### src/hw/smm_pkg.sv
package smm_pkg;

    // Pin state modes; the block leaves reset in the disabled mode.
    typedef enum logic [1:0] {
        MODE_OPEN     = 2'b00,
        MODE_DISABLED = 2'b01,
        MODE_ENABLED  = 2'b10
    } smm_mode_type;

    // Transfer kinds; bit 0 means the byte is sent, bit 1 means it is returned.
    typedef enum logic [1:0] {
        KIND_TX  = 2'b01,
        KIND_RX  = 2'b10,
        KIND_TRX = 2'b11
    } smm_kind_type;

    // Bit engine states: idle, clock low half, clock high half.
    typedef enum logic [1:0] {
        ST_IDLE = 2'b00,
        ST_LOW  = 2'b01,
        ST_HIGH = 2'b10
    } smm_state_type;

    localparam int         CLK_PERIOD_NS  = 8;
    localparam int         FRAME_BITS     = 8;
    localparam logic [2:0] LAST_BIT       = 3'h7;
    localparam logic [2:0] STARTUP_CYCLES = 3'h4;
    localparam logic [7:0] IDLE_BYTE      = 8'hff;
    localparam logic [7:0] RESET_BAUD     = 8'h00;
    localparam logic       DATA_PHASE_BIT  = 1'b0;
    localparam logic       CLOCK_PHASE_BIT = 1'b0;
    localparam logic       SCK_IDLE        = ~CLOCK_PHASE_BIT;
    localparam logic       PIN_HIGH        = 1'b1;

endpackage : smm_pkg

### src/hw/smm_master.sv
// Behaviour
// - Mode 3: clock idles high, sample rising.
// - Phase bits cleared, selecting phase type one.
// - Master alone generates the serial clock.
// - Before enable, output and clock driven high.
// - Enable hands pins to serial function.
// - Enable loads the bit rate setting.
// - Disabled mode drives output and clock high.
// - Open mode drives no serial pin.
// - Transmit, receive and combined transfers offered.
// - Select is separate output, not serial unit.
// - Select setup time before first falling edge.
// - Select hold time after final rising edge.
// - Bytes move in order, no reordering.
// - Wait four clocks before reconfiguring pins.
module smm_master #(
    parameter int DIV_W    = 8,
    parameter int SETUP_NS = 100,
    parameter int HOLD_NS  = 100
) (
    input  wire logic                 clk_in,
    input  wire logic                 reset_in,
    input  wire logic                 cmd_valid_in,
    output logic                      cmd_ready_out,
    input  wire logic [1:0]           cmd_mode_in,
    input  wire logic [DIV_W-1:0]     baud_in,
    output logic [1:0]                mode_out,
    input  wire logic                 req_valid_in,
    output logic                      req_ready_out,
    input  wire logic [1:0]           req_kind_in,
    input  wire logic [7:0]           tx_data_in,
    output logic                      rx_valid_out,
    output logic [7:0]                rx_data_out,
    input  wire logic                 cs_select_in,
    output logic                      cs_n_out,
    output logic                      sck_out,
    output logic                      sck_oe_out,
    output logic                      sdo_out,
    output logic                      sdo_oe_out,
    input  wire logic                 sdi_in
);

    localparam int         SETUP_RAW = (SETUP_NS + smm_pkg::CLK_PERIOD_NS - 1) / smm_pkg::CLK_PERIOD_NS;
    localparam int         HOLD_RAW  = (HOLD_NS + smm_pkg::CLK_PERIOD_NS - 1) / smm_pkg::CLK_PERIOD_NS;
    localparam int         SETUP_CYC = (SETUP_RAW < 1) ? 1 : SETUP_RAW;
    localparam int         HOLD_CYC  = (HOLD_RAW < 1) ? 1 : HOLD_RAW;
    localparam logic [15:0] SETUP_LD = 16'(SETUP_CYC);
    localparam logic [15:0] HOLD_LD  = 16'(HOLD_CYC);

    smm_pkg::smm_state_type state_q, state_d;
    smm_pkg::smm_mode_type  mode_q;
    logic [DIV_W-1:0] baud_q;
    logic [DIV_W-1:0] div_q;
    logic [2:0]       start_q;
    logic [2:0]       bit_q;
    logic [1:0]       kind_q;
    logic [7:0]       tx_q;
    logic [7:0]       rx_q;
    logic [7:0]       rx_data_q;
    logic             rx_valid_q;
    logic             sck_q;
    logic             sdo_q;
    logic             cs_n_q, cs_n_d;
    logic [15:0]      setup_q;
    logic [15:0]      hold_q;
    logic             sdi_s1_q;
    logic             sdi_s2_q;

    // Decoded events of the bit engine.
    wire started_w  = start_q == smm_pkg::STARTUP_CYCLES;
    wire idle_w     = state_q == smm_pkg::ST_IDLE;
    wire div_zero_w = div_q == '0;
    wire cmd_take_w = cmd_valid_in && cmd_ready_out;
    wire start_w    = req_valid_in && req_ready_out;
    wire rise_w     = (state_q == smm_pkg::ST_LOW) && div_zero_w;
    wire half_end_w = (state_q == smm_pkg::ST_HIGH) && div_zero_w;
    wire last_w     = bit_q == smm_pkg::LAST_BIT;
    wire fall_w     = start_w || (half_end_w && !last_w);
    wire done_w     = half_end_w && last_w;
    wire last_rise_w = rise_w && last_w;
    wire cs_fall_w  = cs_n_q && !cs_n_d;

    // Mode changes wait for the startup count and an idle engine.
    assign cmd_ready_out = started_w && idle_w;
    // A byte starts only when enabled, idle and the select setup has elapsed.
    assign req_ready_out = idle_w && (mode_q == smm_pkg::MODE_ENABLED) && (setup_q == '0);
    assign mode_out      = mode_q;
    assign rx_valid_out  = rx_valid_q;
    assign rx_data_out   = rx_data_q;
    assign cs_n_out      = cs_n_q;

    // Pin drive: open mode releases both outputs, other modes drive them.
    assign sck_out    = sck_q;
    assign sdo_out    = sdo_q;
    assign sck_oe_out = mode_q != smm_pkg::MODE_OPEN;
    assign sdo_oe_out = mode_q != smm_pkg::MODE_OPEN;

    // Select falls at once on request; it rises only after the hold count expires.
    always_comb begin
        cs_n_d = cs_n_q;
        if (cs_select_in) begin
            cs_n_d = 1'b0;
        end else if (idle_w && (hold_q == '0)) begin
            cs_n_d = 1'b1;
        end
    end

    // Engine sequencing: falling edge, low half, rising edge, high half.
    always_comb begin
        state_d = state_q;
        case (state_q)
            smm_pkg::ST_IDLE: begin
                if (start_w) begin
                    state_d = smm_pkg::ST_LOW;
                end
            end
            smm_pkg::ST_LOW: begin
                if (div_zero_w) begin
                    state_d = smm_pkg::ST_HIGH;
                end
            end
            smm_pkg::ST_HIGH: begin
                if (done_w) begin
                    state_d = smm_pkg::ST_IDLE;
                end else if (div_zero_w) begin
                    state_d = smm_pkg::ST_LOW;
                end
            end
            default: begin
                state_d = smm_pkg::ST_IDLE;
            end
        endcase
    end

    // The serial input is a pin, so it passes two flops before use.
    always_ff @(posedge clk_in) begin
        sdi_s1_q <= sdi_in;
        sdi_s2_q <= sdi_s1_q;
    end

    // Mode, rate and startup count; the rate is latched only on enable.
    always_ff @(posedge clk_in) begin
        if (reset_in) begin
            mode_q  <= smm_pkg::MODE_DISABLED;
            baud_q  <= DIV_W'(smm_pkg::RESET_BAUD);
            start_q <= '0;
        end else begin
            if (!started_w) begin
                start_q <= start_q + 3'h1;
            end
            if (cmd_take_w && (cmd_mode_in == smm_pkg::MODE_ENABLED)) begin
                mode_q <= smm_pkg::MODE_ENABLED;
                baud_q <= baud_in;
            end else if (cmd_take_w && (cmd_mode_in == smm_pkg::MODE_OPEN)) begin
                mode_q <= smm_pkg::MODE_OPEN;
            end else if (cmd_take_w) begin
                mode_q <= smm_pkg::MODE_DISABLED;
            end
        end
    end

    // Half-period divider and bit counter; the rate register alone sets the clock.
    always_ff @(posedge clk_in) begin
        if (reset_in) begin
            state_q <= smm_pkg::ST_IDLE;
            div_q   <= '0;
            bit_q   <= '0;
        end else begin
            state_q <= state_d;
            if (start_w || div_zero_w) begin
                div_q <= baud_q;
            end else begin
                div_q <= div_q - 1'b1;
            end
            if (start_w) begin
                bit_q <= '0;
            end else if (fall_w) begin
                bit_q <= bit_q + 3'h1;
            end
        end
    end

    // Clock and data pins: data changes on the falling edge and is sampled
    // on the rising edge, so both lines idle high between frames.
    always_ff @(posedge clk_in) begin
        if (reset_in) begin
            sck_q <= smm_pkg::SCK_IDLE;
            sdo_q <= smm_pkg::PIN_HIGH;
        end else if (fall_w) begin
            sck_q <= smm_pkg::CLOCK_PHASE_BIT;
            sdo_q <= start_w ? (req_kind_in[0] ? tx_data_in[7] : smm_pkg::PIN_HIGH) : tx_q[7];
        end else if (rise_w) begin
            sck_q <= smm_pkg::SCK_IDLE;
        end else if (done_w) begin
            sdo_q <= smm_pkg::PIN_HIGH;
        end
    end

    // Shift registers; receive-only frames send all ones.
    always_ff @(posedge clk_in) begin
        if (reset_in) begin
            tx_q   <= smm_pkg::IDLE_BYTE;
            rx_q   <= '0;
            kind_q <= smm_pkg::KIND_TRX;
        end else begin
            if (start_w) begin
                tx_q   <= req_kind_in[0] ? {tx_data_in[6:0], smm_pkg::DATA_PHASE_BIT} : smm_pkg::IDLE_BYTE;
                kind_q <= req_kind_in;
            end else if (fall_w) begin
                tx_q <= {tx_q[6:0], smm_pkg::DATA_PHASE_BIT};
            end
            if (rise_w) begin
                rx_q <= {rx_q[6:0], sdi_s2_q};
            end
        end
    end

    // Finished bytes of receive and combined frames are handed out one per frame, in link order.
    always_ff @(posedge clk_in) begin
        if (reset_in) begin
            rx_valid_q <= 1'b0;
            rx_data_q  <= '0;
        end else begin
            rx_valid_q <= done_w && kind_q[1];
            if (done_w && kind_q[1]) begin
                rx_data_q <= rx_q;
            end
        end
    end

    // Select timing counters; setup starts at the select fall, hold at the last rise.
    always_ff @(posedge clk_in) begin
        if (reset_in) begin
            cs_n_q  <= 1'b1;
            setup_q <= '0;
            hold_q  <= '0;
        end else begin
            cs_n_q <= cs_n_d;
            if (cs_fall_w) begin
                setup_q <= SETUP_LD;
            end else if (setup_q != '0) begin
                setup_q <= setup_q - 16'h1;
            end
            if (last_rise_w) begin
                hold_q <= HOLD_LD;
            end else if (hold_q != '0) begin
                hold_q <= hold_q - 16'h1;
            end
        end
    end

    // Helper counters that only the checks below read.
    logic [15:0] since_fall_q;
    logic [15:0] since_rise_q;
    logic [3:0]  falls_q;
    always_ff @(posedge clk_in) begin
        if (reset_in) begin
            since_fall_q <= 16'hffff;
            since_rise_q <= 16'hffff;
            falls_q      <= '0;
        end else begin
            since_fall_q <= cs_fall_w ? 16'h0 : (since_fall_q == 16'hffff ? since_fall_q : since_fall_q + 16'h1);
            since_rise_q <= last_rise_w ? 16'h0 : (since_rise_q == 16'hffff ? since_rise_q : since_rise_q + 16'h1);
            falls_q      <= start_w ? 4'h1 : (fall_w ? falls_q + 4'h1 : falls_q);
        end
    end
endmodule : smm_master

### config.mk
export PLATFORM = sky130hd
export DESIGN_NAME = smm_master
export DESIGN_NICKNAME = d
export VERILOG_FILES = /design/src/hw/smm_pkg.sv /design/src/hw/smm_master.sv
export SDC_FILE = /design/constraint.sdc
export NUM_CORES = 1
export LEC_CHECK = 0
export ABC_CLOCK_PERIOD_IN_PS = 3700
export BUFFER_PORTS_ARGS = -buffer_cell sky130_fd_sc_hd__buf_2
export CAP_MARGIN = 10
export CORE_MARGIN = 3
export CORE_UTILIZATION = 55
export DETAILED_ROUTE_END_ITERATION = 8
export PLACE_DENSITY = 0.73
export SYNTH_ARGS = -nofsm -noshare
export SYNTH_HDL_FRONTEND = slang
export SYNTH_SLANG_ARGS = --single-unit
### constraint.sdc
create_clock -name clk_in -period 3.7 [get_ports clk_in]
set_clock_uncertainty 0.15 [all_clocks]
set_input_delay 0 -clock clk_in [delete_from_list [all_inputs] [get_ports clk_in]]
set_output_delay 0 -clock clk_in [all_outputs]
set_load 0.02 [all_outputs]
==> results.py, run 1 <==
metrics = {
    "run_status": {
        "outcome": "finished clean",
    },
    "drt": {
        "firstDrtPassIters": 4,
        "wl_per_cell_um": 15.1,
        "viasPerCell": 5.89,
        "num_vias": 3721,
        "wirelength_um": 9540,
        "drc": 0,
        "drtAntennaViolNets": 0,
        "drt_iter0_markers": 153,
    },
    "setup_path": {
        "crit_type": "reg2reg",
        "cp.arrival_ps": 2750,
        "critPathRequiredTime_ps": 3780,
        "slowest_stage": "nor4_1",
        "path_cells": "inv_1, ha_1, or4b_2, nor4_1, buf_4, xnor2_1, a21oi_1",
        "critPathMaxFanout": 7,
        "max_stage_delay_ps": 650,
        "cp-end-kind": "flop",
        "cp-start-kind": "flop",
    },
    "floorplanning": {
        "rows": 31,
        "ioPinCount": 44,
        "die_h_um": 92.9,
        "start_util_pct": 56.9,
        "coreArea_um2": 7290,
        "die_w_um": 92.9,
        "die_area_um2": 8620,
    },
    "synth": {
        "synth_area_per_cell_um2": 8.90,
        "synth_area_leader_cell": "dfxtp_1",
        "synth_seq_cells": 89,
        "synth_flop_cell": "dfxtp_1",
        "syn_nets": 502,
        "synth_cell_types": 59,
        "yosysSeqAreaShare_pct": 42.9,
        "yosys_warnings": 0,
        "post-synth-top-count-cell": "dfxtp_1",
        "async_flop_share_pct": 0,
        "netlist_top_cells_count": "dfxtp_1, a21oi_1, nor2_1, nand2_1, mux2i_1",
        "syn_inst": 466,
        "synthesis.area_um2": 4150,
        "yosysTopAreaCellShare_pct": 42.9,
        "synth-edff-count": 0,
        "synth_area_leaders": "dfxtp_1, mux2i_1, a21oi_1, nor2_1, ha_1",
    },
    "final_layout": {
        "synthToLayoutAreaGrowth_pct": 18.8,
        "nets": 565,
        "multi_input_area_um2": 2200,
        "drive_gt1_share_pct": 16.1,
        "finish.utilization_pct": 67.6,
        "antenna_cells": 0,
        "fillers": 633,
        "seq_area_um2": 1780,
    },
    "grt": {
        "grt_pass1_vias": 3514,
        "grt_max_degree": 46,
        "antenna_found_initial": 0,
        "grt.total_usage_pct": 23.1,
        "grt_overflow_total": 0,
        "grt_first_pass_wirelength_um": 16300,
    },
    "timing": {
        "period_minus_slack_ps": 2670,
        "setup_viol": 0,
        "maxSlewViolCount": 0,
        "hold_viol": 0,
        "max_slew.worst_pin.slew_ps": 927,
        "fmax_ghz": 0.374,
        "period_share_pct": 72.2,
        "rsz0062_at_grt": "no",
        "setup_tns_ps": 0,
        "fin_ws_ps": 1030,
        "slew_headroom_pct": 37.7,
        "whs_ps": 16.5,
    },
    "clock_network": {
        "post_cts_buffers": 0,
        "cts_sinks": 89,
        "cts_root_buf": "clkbuf_8",
        "cts_tree": "built",
        "cts_hold_buf": 29,
        "numCtsBuffers": 9,
        "h-tree-depth": 3,
        "insertion_delay_ps": 360,
        "clock_path_buffers": 2,
        "ctsResizeCount": 0,
        "path_clk_slew_ps": 90,
    },
    "power_and_ir_drop": {
        "total_leakage_power_nw": 1.93,
        "power.total_mw": 3.65,
        "ir_worst_vdd_v": 0.000475,
        "p_per_area_nw_per_um2": 740,
    },
    "place": {
        "place_hpwl_um": 6140,
        "gp_congestion": 0.812,
        "place_ws_ps": 1050,
        "io_buffer_count": 43,
    },
    "flow_run": {
        "maxCapViolations": 0,
    },
    "hold_path": {
        "min_path_type": "in2reg",
    },
}
[placed cells by master (no fill, tap or decap), types with 3 or more instances in the layout]
| cell type | instances |
|---|---|
| mux2i_1 | 23 |
| or3_1 | 14 |
| o22ai_1 | 5 |
| nand3_1 | 20 |
| a41o_1 | 3 |
| nor2_1 | 36 |
| or2_2 | 5 |
| nand2b_1 | 7 |
| clkbuf_8 | 9 |
| nor4_1 | 9 |
| a31oi_1 | 6 |
| ha_1 | 10 |
| buf_4 | 8 |
| or4b_2 | 3 |
| dfxtp_1 | 89 |
| nor3_1 | 13 |
| nor3b_1 | 3 |
| nand2_1 | 33 |
| nand4b_1 | 6 |
| o31ai_1 | 9 |
| and2_1 | 3 |
| buf_2 | 43 |
| dlygate4sd3_1 | 29 |
| o211ai_1 | 5 |
| or4_1 | 16 |
| xnor2_1 | 5 |
| o211a_1 | 3 |
| inv_1 | 11 |
| a21oi_1 | 38 |
| a211oi_1 | 10 |
| o21ai_0 | 18 |
[metal layers]
| layer | share of wire [%] | GRT usage, % |
|---|---|---|
| met1 | 45 | 28.8 |
| met2 | 49 | 39.4 |
| met3 | 4.5 | 5.69 |
| met4 | 1.5 | 6.59 |
| met5 | 0 | 0 |
[through the flow]
stage | cells | instance area [um^2]
global route | 632 | 4930
detailed placement | 588 | 4420
finish | 632 | 4930
CTS | 632 | 4930
global placement | 588 | 4420
floorplan | 466 | 4150
[report_power, final]
group	total, mW	internal [mW]	switching (mW)
Sequential	1.33	1.14	0.190
Combinational	1.59	0.667	0.919
Clock	0.728	0.380	0.348
Total	3.65	2.19	1.46
[worst paths after layout]
kind / start / to / slack [ps] / cells past startpoint
setup / recovery: hold_q[0] / hold_q[0] / 1030 / 7
hold / removal: req_kind_in[0] / tx_q[0] / 20 / 3
setup reg to reg: hold_q[0] / hold_q[0] / 1030 / 7
hold reg to reg: sdi_s1_q / sdi_s2_q / 200 / 0
[cell families (layout without fill, tap and decap cells)]
kind of cell               count (synthesis)  in the layout  share of synthesized area (%)
buffers and inverters                     39            106                           4.19
and+or+nand+nor                          181            181                           24.0
DFF                                       89             89                           42.9
adders and majority gates                 10             10                           3.02
AOI/OAI and AO/OA                        115            115                           18.3
muxes                                     25             25                           6.09
xor gates and xnor gates                   7              7                           1.48
[sequential cells by signal, indices dropped and copies added, names as in the netlist, 8 cells and up]
| register | cells |
|---|---|
| hold_q | 16 |
| setup_q | 16 |
| tx_q | 8 |
| div_q | 8 |
| rx_data_out | 8 |
| baud_q | 8 |
| rx_q | 8 |
[cell type report]
cell class	count	share of cell area, %
Multi-Input combinational cell	338	44.6
Sequential cell	89	36.2
Timing Repair Buffer	80	11.5
Tap cell	99	2.51
Clock inverter	6	1.85
Clock buffer	9	2.51
Inverter	11	0.838
[worst max-delay path: cells and delay by family, from the launching register on]
kind,cells,cell delay (ps)
AO/OA/AOI/OAI,1,90
XOR/XNOR,1,130
adder cells (fa/ha/maj),1,180
buffers and inverters,2,390
flip-flops,1,320
AND/OR/NAND/NOR,2,1290
No activity file was read; power rests on OpenSTA's default activity.
==> inputs of run 2 (changes only) <==
- ABC_CLOCK_PERIOD_IN_PS: 3700 -> 2450
- CORE_UTILIZATION: 55 -> 53
- PLACE_DENSITY: 0.73 -> 0.74
- clock period: 3.7 -> 2.45 ns (I/O delays scaled with it)
==> results.py, run 2 (synthesis gave the netlist of run 1 again) <==
metrics = {
    "setup_path": {
        "slowest_stage": "or4_1",
        "path_cells": "or4_1, or4_4, o21ai_2, mux2i_1",
        "reg2reg_setup_slack_ps": 100,
        "max_stage_delay_ps": 690,
        "crit_buf_inv": 0,
        "cp.arrival_ps": 2500,
        "critPathRequiredTime_ps": 2600,
        "cp-start-kind": "flop",
        "crit_cells": 4,
        "cp_top_family": "simple AND/OR/NAND/NOR gates",
        "crit_type": "reg2reg",
        "r2r_cells": 4,
        "critPathMaxFanout": 12,
        "cp-end-kind": "flop",
    },
    "final_layout": {
        "antenna_cells": 0,
        "final_cell_mix": "dfxtp_1, buf_2, a21oi_1, nor2_1, nand2_1",
        "drive_gt1_share_pct": 20.9,
        "synthToLayoutAreaGrowth_pct": 23.8,
        "reg_top3": "hold_q: 16 flops, setup_q: 16 flops",
        "fillers": 600,
        "nets": 590,
        "final_cells": 658,
        "final_common_cell": "dfxtp_1",
    },
    "grt": {
        "grt_first_pass_wirelength_um": 16100,
        "antenna_found_initial": 0,
        "grt_max_degree": 25,
        "grt_pass1_vias": 3499,
        "grt.total_usage_pct": 22.3,
        "grt_overflow_total": 0,
    },
    "drt": {
        "viasPerCell": 5.80,
        "drc": 0,
        "wl_per_cell_um": 14.6,
        "drt_iter0_markers": 169,
        "drtAntennaViolNets": 0,
        "firstDrtPassIters": 5,
        "wirelength_um": 9640,
        "num_vias": 3815,
    },
    "clock_network": {
        "path_clk_slew_ps": 100,
        "cts_sinks": 89,
        "numCtsBuffers": 9,
        "h-tree-depth": 3,
        "insertion_delay_ps": 360,
        "cts_root_buf": "clkbuf_8",
        "clock_path_buffers": 2,
        "cts_tree": "built",
    },
    "place": {
        "place_inst": 608,
        "gp_congestion": 0.851,
        "io_buffer_count": 43,
        "place_ws_ps": 58.5,
        "place_hpwl_um": 6350,
    },
    "timing": {
        "fmax_ghz": 0.425,
        "slew_headroom_pct": 64.9,
        "setup_tns_ps": 0,
        "period_minus_slack_ps": 2350,
        "whs_ps": 24.3,
        "setup_viol": 0,
        "fin_ws_ps": 95.4,
        "max_slew.worst_pin.slew_ps": 527,
        "maxSlewViolCount": 0,
        "hold_viol": 0,
        "period_share_pct": 96.1,
        "rsz0062_at_grt": "no",
    },
    "power_and_ir_drop": {
        "ir_worst_vdd_v": 0.000792,
        "p_per_area_nw_per_um2": 1140,
        "total_leakage_power_nw": 2.05,
    },
    "run_status": {
        "outcome": "finished clean",
    },
    "floorplanning": {
        "die_h_um": 94.5,
        "coreArea_um2": 7410,
        "rows": 31,
        "start_util_pct": 56.0,
        "die_area_um2": 8930,
        "die_w_um": 94.5,
        "ioPinCount": 44,
    },
    "flow_run": {
        "maxCapViolations": 0,
    },
    "hold_path": {
        "min_path_type": "in2reg",
        "hold_depth": 4,
    },
}
-- run 2: path summary, 6_finish.rpt --
check / startpoint / end
worst min-delay path: req_valid_in / tx_q[1]
worst max-delay path: setup_q[6] / div_q[5]
worst min register to register: sdi_s1_q / sdi_s2_q
worst max register to register: setup_q[6] / div_q[5]
-- run 2: area by class of cell --
cell class | instances | area (um^2) | area share, %
Inverter | 11 | 41.3 | 0.804
Tap cell | 99 | 124 | 2.41
Multi-Input combinational cell | 339 | 2250 | 43.7
Timing Repair Buffer | 104 | 757 | 14.7
Clock buffer | 10 | 138 | 2.68
Clock inverter | 6 | 47.5 | 0.925
Sequential cell | 89 | 1780 | 34.7
-- run 2: per-layer routing --
metal,share of wire [%],GRT usage [%]
met1,48,30.4
met2,46,36.3
met3,4.5,3.27
met4,1.6,7.45
met5,0,0
-- run 2: power by group --
| part | switching (mW) | leakage, nW | total, mW | internal [mW] |
|---|---|---|---|---|
| combinational | 1.55 | 1.23 | 2.87 | 1.32 |
| sequential | 0.272 | 0.726 | 2.00 | 1.73 |
| clock | 0.550 | 0.0994 | 0.961 | 0.411 |
-- run 2: worst min-delay path, stage by stage --
cell and delay [ps]:
buf_2 140, nand4b_1 120, o22ai_1 80, o21ai_0 150
-- run 2: what timing repair did --
item	CTS	global route
resized for setup	0	13
gates cloned	0	1
hold buffers	31	0
endpoints found under the setup margin	1	28
pin swaps	0	1
hold endpoints to repair	46	0
setup buffers	2	0
-- run 2: metrics by stage --
stage / total power [mW] / area (um^2) / util [%]
after floorplan: 3.92 / 4150 / -
after global placement: 4.51 / 4570 / 61.7
after detailed placement: 4.60 / 4570 / 61.7
after CTS: 5.65 / 5080 / 68.6
after global routing: 6.25 / 5140 / 69.3
final: 5.84 / 5140 / 69.3
